**src/hw/gdcl_pkg.sv**
```systemverilog
// Shared constants, register map and types of the gate driver control logic
package gdcl_pkg;

  // ***************************************************
  // Clock and timing
  // ***************************************************
  localparam int CLK_FREQ_MHZ = 125;
  localparam int FLT_TIME_NS = 64;
  localparam int FLT_CYC = (FLT_TIME_NS * CLK_FREQ_MHZ + 999) / 1000;
  localparam int LINK_STAGES = 2;

  // ***************************************************
  // Fault vector layout
  // ***************************************************
  localparam int NFLT = 6;
  localparam int NSEC = 4;
  localparam int FLT_PRI_UV = 0;
  localparam int FLT_PRI_OT = 1;
  localparam int FLT_POS_UV = 2;
  localparam int FLT_POS_OV = 3;
  localparam int FLT_NFB_OV = 4;
  localparam int FLT_SEC_OT = 5;
  localparam int NEVT = 8;
  localparam int EVT_READY = 6;
  localparam int EVT_LOST = 7;

  // ***************************************************
  // Register map, byte addresses
  // ***************************************************
  localparam int PADDR_W = 8;
  localparam logic [7:0] ADDR_CTRL = 8'h00;
  localparam logic [7:0] ADDR_STATUS = 8'h04;
  localparam logic [7:0] ADDR_IRQ_STAT = 8'h08;
  localparam logic [7:0] ADDR_IRQ_CLR = 8'h0C;
  localparam logic [7:0] ADDR_IRQ_EN = 8'h10;
  localparam logic [7:0] ADDR_FLT_CNT = 8'h14;

  // ***************************************************
  // Reset values
  // ***************************************************
  localparam logic CTRL_EN_RST = 1'h1;
  localparam logic [NEVT-1:0] IRQ_EN_RST = 8'h00;
  localparam logic [7:0] FLT_CNT_MAX = 8'hFF;

  // ***************************************************
  // Energy level codes
  // ***************************************************
  localparam logic [1:0] EL_LOW = 2'h0;
  localparam logic [1:0] EL_MED = 2'h1;
  localparam logic [1:0] EL_HIGH = 2'h2;

  typedef enum logic [1:0] {ST_STARTUP, ST_RUN, ST_FAULT} gdcl_state_e;

endpackage : gdcl_pkg

```
**src/hw/gdcl_flt_if.sv**
```systemverilog
// Carrier between the control core and the secondary fault filter
`timescale 1ns/1ps
interface gdcl_flt_if #(
  parameter int N = 4
);
  logic [N-1:0] raw;
  logic [N-1:0] filt;
  modport filt_side (input raw, output filt);
  modport user (output raw, input filt);
endinterface : gdcl_flt_if

```
**src/hw/gdcl_top.sv**
```systemverilog
// Gate driver control logic: PWM combining, fault collection, clamp, energy level, APB registers
//
// Design decisions made here: register access over APB and the register addresses.
`timescale 1ns/1ps
module gdcl_top #(
  parameter int FILT_CYC = gdcl_pkg::FLT_CYC
) (
  input wire logic pclk,
  input wire logic presetn,
  // APB slave
  input wire logic psel,
  input wire logic penable,
  input wire logic pwrite,
  input wire logic [gdcl_pkg::PADDR_W-1:0] paddr,
  input wire logic [31:0] pwdata,
  output logic [31:0] prdata,
  output logic pready,
  output logic pslverr,
  output logic irq,
  // PWM inputs
  input wire logic noninverting_pwm_input,
  input wire logic inverting_pwm_input,
  // Primary monitors
  input wire logic primary_supply_uv,
  input wire logic primary_ot,
  // Secondary monitors, before the isolation link
  input wire logic positive_gate_rail_uv,
  input wire logic positive_gate_rail_ov,
  input wire logic negative_rail_feedback_ov,
  input wire logic secondary_ot,
  input wire logic secondary_rails_settled,
  // Gate below clamp threshold relative to negative_gate_rail
  input wire logic gate_below_clamp,
  // Energy select pin sense
  input wire logic energy_level_select_low,
  input wire logic energy_level_select_high,
  output logic [1:0] energy_level,
  // Output stage
  output logic gate_drive_output,
  output logic gate_pull_up,
  output logic gate_pull_down,
  output logic miller_clamp,
  // Open-drain fault flag
  input wire logic fault_flag_n_i,
  output logic fault_flag_n_o,
  output logic fault_flag_n_oe
);

  // ***************************************************
  // State
  // ***************************************************
  typedef struct packed {
    gdcl_pkg::gdcl_state_e state;
    logic el_valid;
    logic [1:0] energy;
    logic [gdcl_pkg::LINK_STAGES-1:0][gdcl_pkg::NSEC-1:0] link;
    logic gate;
    logic clamp;
    logic rdy_q;
    logic [gdcl_pkg::NFLT-1:0] flt_q;
    logic ctrl_en;
    logic [gdcl_pkg::NEVT-1:0] irq_stat;
    logic [gdcl_pkg::NEVT-1:0] irq_en;
    logic [7:0] flt_cnt;
    logic [31:0] rdata;
  } gdcl_core_s;

  localparam gdcl_core_s S_RST = '{
    state: gdcl_pkg::ST_STARTUP,
    el_valid: 1'b0,
    energy: gdcl_pkg::EL_MED,
    link: '0,
    gate: 1'b0,
    clamp: 1'b0,
    rdy_q: 1'b0,
    flt_q: '0,
    ctrl_en: gdcl_pkg::CTRL_EN_RST,
    irq_stat: '0,
    irq_en: gdcl_pkg::IRQ_EN_RST,
    flt_cnt: 8'h00,
    rdata: 32'h0000_0000
  };

  gdcl_core_s s_r;
  gdcl_core_s s_nxt;

  // ***************************************************
  // Secondary fault filter
  // ***************************************************
  gdcl_flt_if #(.N(gdcl_pkg::NSEC)) sec_if ();

  // Only the far end of the link pipeline feeds the filter
  assign sec_if.raw = s_r.link[gdcl_pkg::LINK_STAGES-1];

  gdcl_fault_filter #(
    .N(gdcl_pkg::NSEC),
    .FCYC(FILT_CYC)
  ) u_sec_filter (
    .pclk(pclk),
    .presetn(presetn),
    .flt(sec_if.filt_side)
  );

  // ***************************************************
  // Combinational helpers
  // ***************************************************
  logic [gdcl_pkg::NFLT-1:0] flt_v;
  logic any_fault;
  logic cmd;
  logic gate_ok;
  logic ready;
  logic [gdcl_pkg::NEVT-1:0] ev;
  logic [gdcl_pkg::NEVT-1:0] clr;
  logic wr_acc;
  logic rd_setup;
  logic mapped;
  logic [1:0] el_dec;
  logic [31:0] rd_val;

  // ***************************************************
  // APB decode
  // ***************************************************
  always_comb begin
    mapped = 1'b0;
    rd_val = 32'h0000_0000;
    unique case (paddr)
      gdcl_pkg::ADDR_CTRL: begin
        mapped = 1'b1;
        rd_val = {31'h0000_0000, s_r.ctrl_en};
      end
      gdcl_pkg::ADDR_STATUS: begin
        mapped = 1'b1;
        rd_val = {20'h0_0000, s_r.gate, s_r.clamp, s_r.energy, fault_flag_n_i,
                  s_r.state == gdcl_pkg::ST_RUN, flt_v};
      end
      gdcl_pkg::ADDR_IRQ_STAT: begin
        mapped = 1'b1;
        rd_val = {24'h00_0000, s_r.irq_stat};
      end
      gdcl_pkg::ADDR_IRQ_CLR: begin
        mapped = 1'b1;
        rd_val = 32'h0000_0000;
      end
      gdcl_pkg::ADDR_IRQ_EN: begin
        mapped = 1'b1;
        rd_val = {24'h00_0000, s_r.irq_en};
      end
      gdcl_pkg::ADDR_FLT_CNT: begin
        mapped = 1'b1;
        rd_val = {24'h00_0000, s_r.flt_cnt};
      end
      default: begin
        mapped = 1'b0;
        rd_val = 32'h0000_0000;
      end
    endcase
  end

  // ***************************************************
  // Next-state logic
  // ***************************************************
  always_comb begin
    s_nxt = s_r;
    wr_acc = psel && penable && pwrite;
    rd_setup = psel && !penable && !pwrite;

    // Fault collection, primary direct, secondary filtered
    flt_v = '0;
    flt_v[gdcl_pkg::FLT_PRI_UV] = primary_supply_uv;
    flt_v[gdcl_pkg::FLT_PRI_OT] = primary_ot;
    flt_v[gdcl_pkg::FLT_SEC_OT:gdcl_pkg::FLT_POS_UV] = sec_if.filt;
    any_fault = |flt_v;

    // Isolation link transfer
    s_nxt.link[0] = {secondary_ot, negative_rail_feedback_ov, positive_gate_rail_ov, positive_gate_rail_uv};
    for (int i = 1; i < gdcl_pkg::LINK_STAGES; i++) begin
      s_nxt.link[i] = s_r.link[i-1];
    end

    // Energy level, decoded once after power-up
    if (energy_level_select_low && !energy_level_select_high) begin
      el_dec = gdcl_pkg::EL_LOW;
    end else if (energy_level_select_high && !energy_level_select_low) begin
      el_dec = gdcl_pkg::EL_HIGH;
    end else begin
      el_dec = gdcl_pkg::EL_MED;
    end
    if (!s_r.el_valid) begin
      s_nxt.energy = el_dec;
      s_nxt.el_valid = 1'b1;
    end

    // Readiness sequence
    unique case (s_r.state)
      gdcl_pkg::ST_STARTUP: begin
        if (s_r.el_valid && secondary_rails_settled && !any_fault && s_r.ctrl_en) begin
          s_nxt.state = gdcl_pkg::ST_RUN;
        end
      end
      gdcl_pkg::ST_RUN: begin
        if (any_fault || !secondary_rails_settled || !s_r.ctrl_en) begin
          s_nxt.state = gdcl_pkg::ST_FAULT;
        end
      end
      gdcl_pkg::ST_FAULT: begin
        // No latch: recovery needs no software action
        if (!any_fault && secondary_rails_settled && s_r.ctrl_en) begin
          s_nxt.state = gdcl_pkg::ST_RUN;
        end
      end
      // Unused code: fall back to the held-off startup state
      default: begin
        s_nxt.state = gdcl_pkg::ST_STARTUP;
      end
    endcase
    ready = (s_r.state == gdcl_pkg::ST_RUN);

    // Gate command
    cmd = noninverting_pwm_input && !inverting_pwm_input;
    // Next state used so a new fault kills the pull-up in the same edge
    gate_ok = (s_nxt.state == gdcl_pkg::ST_RUN) && !any_fault;
    s_nxt.gate = cmd && gate_ok;
    if (flt_v[gdcl_pkg::FLT_PRI_OT] || flt_v[gdcl_pkg::FLT_SEC_OT]) begin
      s_nxt.gate = 1'b0;
    end

    // Miller clamp
    if (s_nxt.gate && !s_r.gate) begin
      s_nxt.clamp = 1'b0;
    end else if (!s_r.gate && gate_below_clamp) begin
      s_nxt.clamp = 1'b1;
    end

    // Events
    ev = '0;
    ev[gdcl_pkg::NFLT-1:0] = flt_v & ~s_r.flt_q;
    ev[gdcl_pkg::EVT_READY] = ready && !s_r.rdy_q;
    ev[gdcl_pkg::EVT_LOST] = !ready && s_r.rdy_q;
    s_nxt.flt_q = flt_v;
    s_nxt.rdy_q = ready;
    if (s_r.state == gdcl_pkg::ST_RUN && s_nxt.state == gdcl_pkg::ST_FAULT &&
        s_r.flt_cnt != gdcl_pkg::FLT_CNT_MAX) begin
      s_nxt.flt_cnt = s_r.flt_cnt + 8'h01;
    end

    // Register writes
    clr = '0;
    if (wr_acc) begin
      unique case (paddr)
        gdcl_pkg::ADDR_CTRL: s_nxt.ctrl_en = pwdata[0];
        gdcl_pkg::ADDR_IRQ_CLR: clr = pwdata[gdcl_pkg::NEVT-1:0];
        gdcl_pkg::ADDR_IRQ_EN: s_nxt.irq_en = pwdata[gdcl_pkg::NEVT-1:0];
        gdcl_pkg::ADDR_FLT_CNT: s_nxt.flt_cnt = 8'h00;
        default: begin
        end
      endcase
    end
    // Set beats clear so a coincident event is kept
    s_nxt.irq_stat = (s_r.irq_stat & ~clr) | ev;

    // Read data captured in the setup cycle
    if (rd_setup) begin
      s_nxt.rdata = rd_val;
    end
  end

  // ***************************************************
  // State register
  // ***************************************************
  always_ff @(posedge pclk or negedge presetn) begin
    if (!presetn) begin
      s_r <= S_RST;
    end else begin
      s_r <= s_nxt;
    end
  end

  // ***************************************************
  // Outputs
  // ***************************************************
  assign prdata = s_r.rdata;
  assign pready = 1'b1;
  assign pslverr = psel && penable && !mapped;
  assign irq = |(s_r.irq_stat & s_r.irq_en);
  assign energy_level = s_r.energy;
  assign gate_drive_output = s_r.gate;
  assign gate_pull_up = s_r.gate;
  // Reset value of the gate flop keeps the pull-down on from power-up
  assign gate_pull_down = !s_r.gate;
  assign miller_clamp = s_r.clamp;
  assign fault_flag_n_o = 1'b0;
  assign fault_flag_n_oe = (s_r.state != gdcl_pkg::ST_RUN);

endmodule : gdcl_top

```
**src/hw/gdcl_fault_filter.sv**
```systemverilog
// Short-duration filter on faults arriving over the isolation link
`timescale 1ns/1ps
module gdcl_fault_filter #(
  parameter int N = 4,
  parameter int FCYC = gdcl_pkg::FLT_CYC
) (
  input wire logic pclk,
  input wire logic presetn,
  gdcl_flt_if.filt_side flt
);
  localparam int CW = $clog2(FCYC + 1);

  typedef struct packed {
    logic [N-1:0][CW-1:0] cnt;
    logic [N-1:0] filt;
  } gdcl_filt_s;

  gdcl_filt_s s_r;
  gdcl_filt_s s_nxt;

  // ***************************************************
  // Per-bit stability counter
  // ***************************************************
  // A change passes only after FCYC cycles of the same new value
  always_comb begin
    s_nxt = s_r;
    for (int i = 0; i < N; i++) begin
      if (flt.raw[i] == s_r.filt[i]) begin
        s_nxt.cnt[i] = '0;
      end else if (s_r.cnt[i] == CW'(FCYC - 1)) begin
        s_nxt.cnt[i] = '0;
        s_nxt.filt[i] = flt.raw[i];
      end else begin
        s_nxt.cnt[i] = s_r.cnt[i] + CW'(1);
      end
    end
  end

  always_ff @(posedge pclk or negedge presetn) begin
    if (!presetn) begin
      s_r <= '0;
    end else begin
      s_r <= s_nxt;
    end
  end

  assign flt.filt = s_r.filt;

endmodule : gdcl_fault_filter

```
**config.mk**
```make
export PLATFORM = sky130hd
export DESIGN_NAME = gdcl_top
export DESIGN_NICKNAME = d
export VERILOG_FILES = /design/src/hw/gdcl_pkg.sv /design/src/hw/gdcl_flt_if.sv /design/src/hw/gdcl_top.sv /design/src/hw/gdcl_fault_filter.sv
export SDC_FILE = /design/constraint.sdc
export NUM_CORES = 1
export LEC_CHECK = 0
export BUFFER_PORTS_ARGS = -buffer_cell sky130_fd_sc_hd__buf_2
export CAP_MARGIN = 20
export CORE_MARGIN = 2
export CORE_UTILIZATION = 53
export CTS_CLUSTER_DIAMETER = 200
export DETAILED_ROUTE_END_ITERATION = 8
export HOLD_SLACK_MARGIN = 0.1
export PLACE_DENSITY = 0.9
export RECOVER_POWER = 100
export SLEW_MARGIN = 30
export SYNTH_ARGS = -nofsm -noshare
export SYNTH_HDL_FRONTEND = slang
export SYNTH_SLANG_ARGS = --single-unit
```
**constraint.sdc**
```tcl
create_clock -name pclk -period 2.4 [get_ports pclk]
set_input_delay 0.48 -clock pclk [delete_from_list [all_inputs] [get_ports pclk]]
set_output_delay 0.48 -clock pclk [all_outputs]
set_load 0.02 [all_outputs]
```
==> summary.md <==
| Metric | Value |
|---|---|
| Tot Pwr | `3.130 mW` |
| Sum Neg Setup Slack | `0 ps` |
| WP data arrival | `1770 ps` |
| Die ar. | `0.007853 mm^2` |
| Via count | `2747` |
| Clock Pin Slew Worst Setup and Hold Paths | `80 ps` |
| Worst Tran Pin Value | `905.1 ps` |
| Placed instance area | `0.004016 mm^2` |
| Status | `finished, final reports clean` |
| Number of global-route vias before repair | `2645` |
| GRT Residual Overflow | `0` |
| Largest fanout on the critical path | `7` |
| Initial DRT Pass Iterations | `6` |
| Syn-to-layout area delta | `8.374%` |
| Final period utilization | `93.79%` |
| Chip width | `88.62 um` |
| Synth warn | `0` |
| Fmax | `0.4443 GHz` |
| Fin area | `0.004113 mm^2` |
| CTS sink count | `79` |
| 1st-iter DRT viols | `213` |
| Most used DFF post-synth | `dfrtp_1` |
| Area of the core | `0.006869 mm^2` |
| WL/cell | `15.66 um` |
| Post-synth top area share | `50.77%` |
| Mapped Cells | `340` |
| Floorplan row count | `30` |
| Post-Syn Area | `0.003795 mm^2` |
| Final min period | `2251 ps` |
| Netlist cell types | `46` |
| Crit path setup slack, layout | `149.0 ps` |
| CP startpoint kind | `primary input` |
| Skew final | `6.069 ps` |
| Clock buffer depth | `2` |
| Max Transition Viols Final | `0` |
| Critical path class | `in2out` |
| H-tree depth reported by CTS | `3` |
| Most frequent cell after synthesis | `dfrtp_1` |
| HPWL Detailed | `5572 um` |
| Antenna violations before repair | `0` |
| Largest net degree at the start of global routing | `45` |
| #FFs+latches synth | `79` |
| Async SR Flop Fraction | `100.0%` |
| Final hold vios | `0` |
| Starting Density | `55.25%` |
| Setup violations, final | `0` |
| CP Capture Type | `output port` |
| Min-Delay Path Class | `in2reg` |
| Num CTS Buffers | `9` |
| WL final | `7657 um` |
| VDD IR max | `0.4235 mV` |
| Post-layout net count | `452` |
| Residual DRC count | `0` |
| Root Driver | `clkbuf_8` |
| Total GRT Usage | `21.31%` |
| Synth top area cells | `dfrtp_1 (51%), buf_4 (7.3%), mux2_2 (6.2%), a22oi_1 (3.2%), a22o_1 (2.5%)` |
| Pre-CTS WS | `151.2 ps` |
| Antenna viol nets, final | `0` |
| CP required | `1920 ps` |
| Worst relative slew slack | `39.66%` |
| Clock tree from TritonCTS | `done` |
| Clk Latency, worst-skew pair | `350 ps` |
| Drt via density | `5.618` |
| RSZ-0062 raised after global routing | `false` |
| Pleak | `1.840 nW` |
| Antenna Cells | `0` |
| I/O Pins | `101` |
| Post-cts sizing count | `0` |
| Top cells by count, synth | `dfrtp_1 (77), buf_4 (37), mux2_2 (21), nand2_1 (21), nor2_1 (18)` |
| Area leader, netlist | `dfrtp_1` |
| Share of cells above drive strength 1 | `20.10%` |
| Fill count | `602` |
| PD cells | `761.0 mW/mm^2` |
| Port buffer count | `54` |
| First-pass GRT wire length | `12510 um` |
| DIE HEIGHT | `88.62 um` |
| Avg Cell Area, Syn | `11.16 um^2` |
| Gpl congestion | `0.8692` |
| Post-synth EDFFs | `0` |
| Seq/Total Area, Yosys | `52.16%` |
| MaxCap Viol Count | `0` |
-- layer usage --
layer	part of all wire (%)	track usage, %	wire length [um]	vias to the layer above
met4	2.0	9.229	153	0
met5	0	0	0	-
li1	-	-	-	1263
met1	40	25.46	3057	1328
met3	7.1	7.463	541	18
met2	51	35.06	3905	138
-- registers in the layout, indices dropped and copies added (netlist names) --
signal and flops:
energy_level 2, u_sec_filter.s_r 16, u_sec_filter.flt.filt 4, gate_drive_output 1, sec_if.raw 4, prdata 12, s_nxt 4, s_r 35
miller_clamp 1
-- worst max-delay path: stages --
cell and delay [ps]:
buf_2 90, or4_1 540, buf_4 180, a211oi_1 230, nor2_1 80, clkbuf_2 160
-- report_power, final --
group	switching (mW)	internal [mW]	total, mW
Clock	0.465	0.502	0.968
Sequential	0.136	1.51	1.64
Combinational	0.297	0.221	0.519
-- repair_timing --
action	4_1_cts	5_1_grt
hold endpoints to repair	34	0
buffers inserted	0	0
endpoints found under the setup margin	0	0
hold buffers	1	0
-- metrics by stage --
step	hold WS [ps]	util [%]	std cells
4_1_cts	211.2	61.49	489
6_report	228.8	59.87	489
2_1_floorplan	184.4	-	361
5_1_grt	210.3	59.87	489
3_5_place_dp	334.7	58.47	472
3_3_place_gp	331.3	58.47	472
-- area by class of cell --
cell class                 instances  area, um^2  share of cell area (%)
sequential                        79        1979                   48.13
inverter                          10       37.54                  0.9127
clock inverter                     6       60.06                   1.460
clock buffer                      10       137.6                   3.347
tap                               96       120.1                   2.921
timing repair buffer              65       301.5                   7.332
multi-input combinational        223        1476                   35.90
-- cell usage in the layout (no fill, tap or decap), types with 2 or more instances in the layout --
master / netlist / layout
or4_1: 3 / 4
mux2_2: 21 / 21
a211oi_1: 3 / 3
nand3_1: 10 / 10
o31ai_1: 2 / 2
clkinvlp_4: 0 / 2
nor3_1: 10 / 10
clkbuf_2: 0 / 2
clkbuf_1: 10 / 29
or3_1: 3 / 3
nand4b_1: 2 / 2
nor2_1: 18 / 18
mux2i_1: 3 / 3
a21oi_1: 14 / 14
or3b_2: 2 / 2
nor2b_1: 5 / 5
nand2_1: 21 / 21
nor4_1: 1 / 4
a22o_1: 11 / 11
inv_1: 10 / 10
nand4_1: 2 / 2
clkinv_2: 0 / 3
buf_2: 0 / 30
conb_1: 2 / 23
nor4b_1: 2 / 2
o21ai_0: 8 / 10
clkbuf_8: 0 / 10
a221o_1: 2 / 2
xnor2_1: 9 / 9
a22oi_1: 16 / 16
dfrtp_1: 77 / 77
buf_4: 37 / 2
o21ai_1: 4 / 2
nand2b_1: 3 / 3
ha_1: 6 / 6
nand3b_1: 3 / 3
or4b_2: 2 / 2
-- final timing paths --
path	start	endpoint	cells after the start	slack [ps]
min	secondary_ot	s_nxt[73]	1	230
max reg2reg	s_r[56]	s_r[37]	5	240
max	paddr[7]	pslverr	6	150
min reg2reg	s_nxt[70]	sec_if.raw[0]	0	350
min in group asynchronous	presetn	u_sec_filter.s_r[7]	2	780
max in group asynchronous	presetn	energy_level[0]	3	460
-- logic make-up (layout without fill, tap and decap cells) --
| group | after synthesis | count (layout) | share of synthesized area [%] |
|---|---|---|---|
| simple gates | 95 | 95 | 14.64 |
| flops | 79 | 79 | 52.16 |
| mux | 24 | 24 | 7.023 |
| buf+inv | 59 | 91 | 9.891 |
| fa+ha+maj | 6 | 6 | 1.978 |
| other cells | 2 | 23 | 0.1979 |
| compound gates | 66 | 66 | 12.03 |
| xor+xnor | 9 | 9 | 2.077 |
No activity file was read; power rests on OpenSTA's default activity.
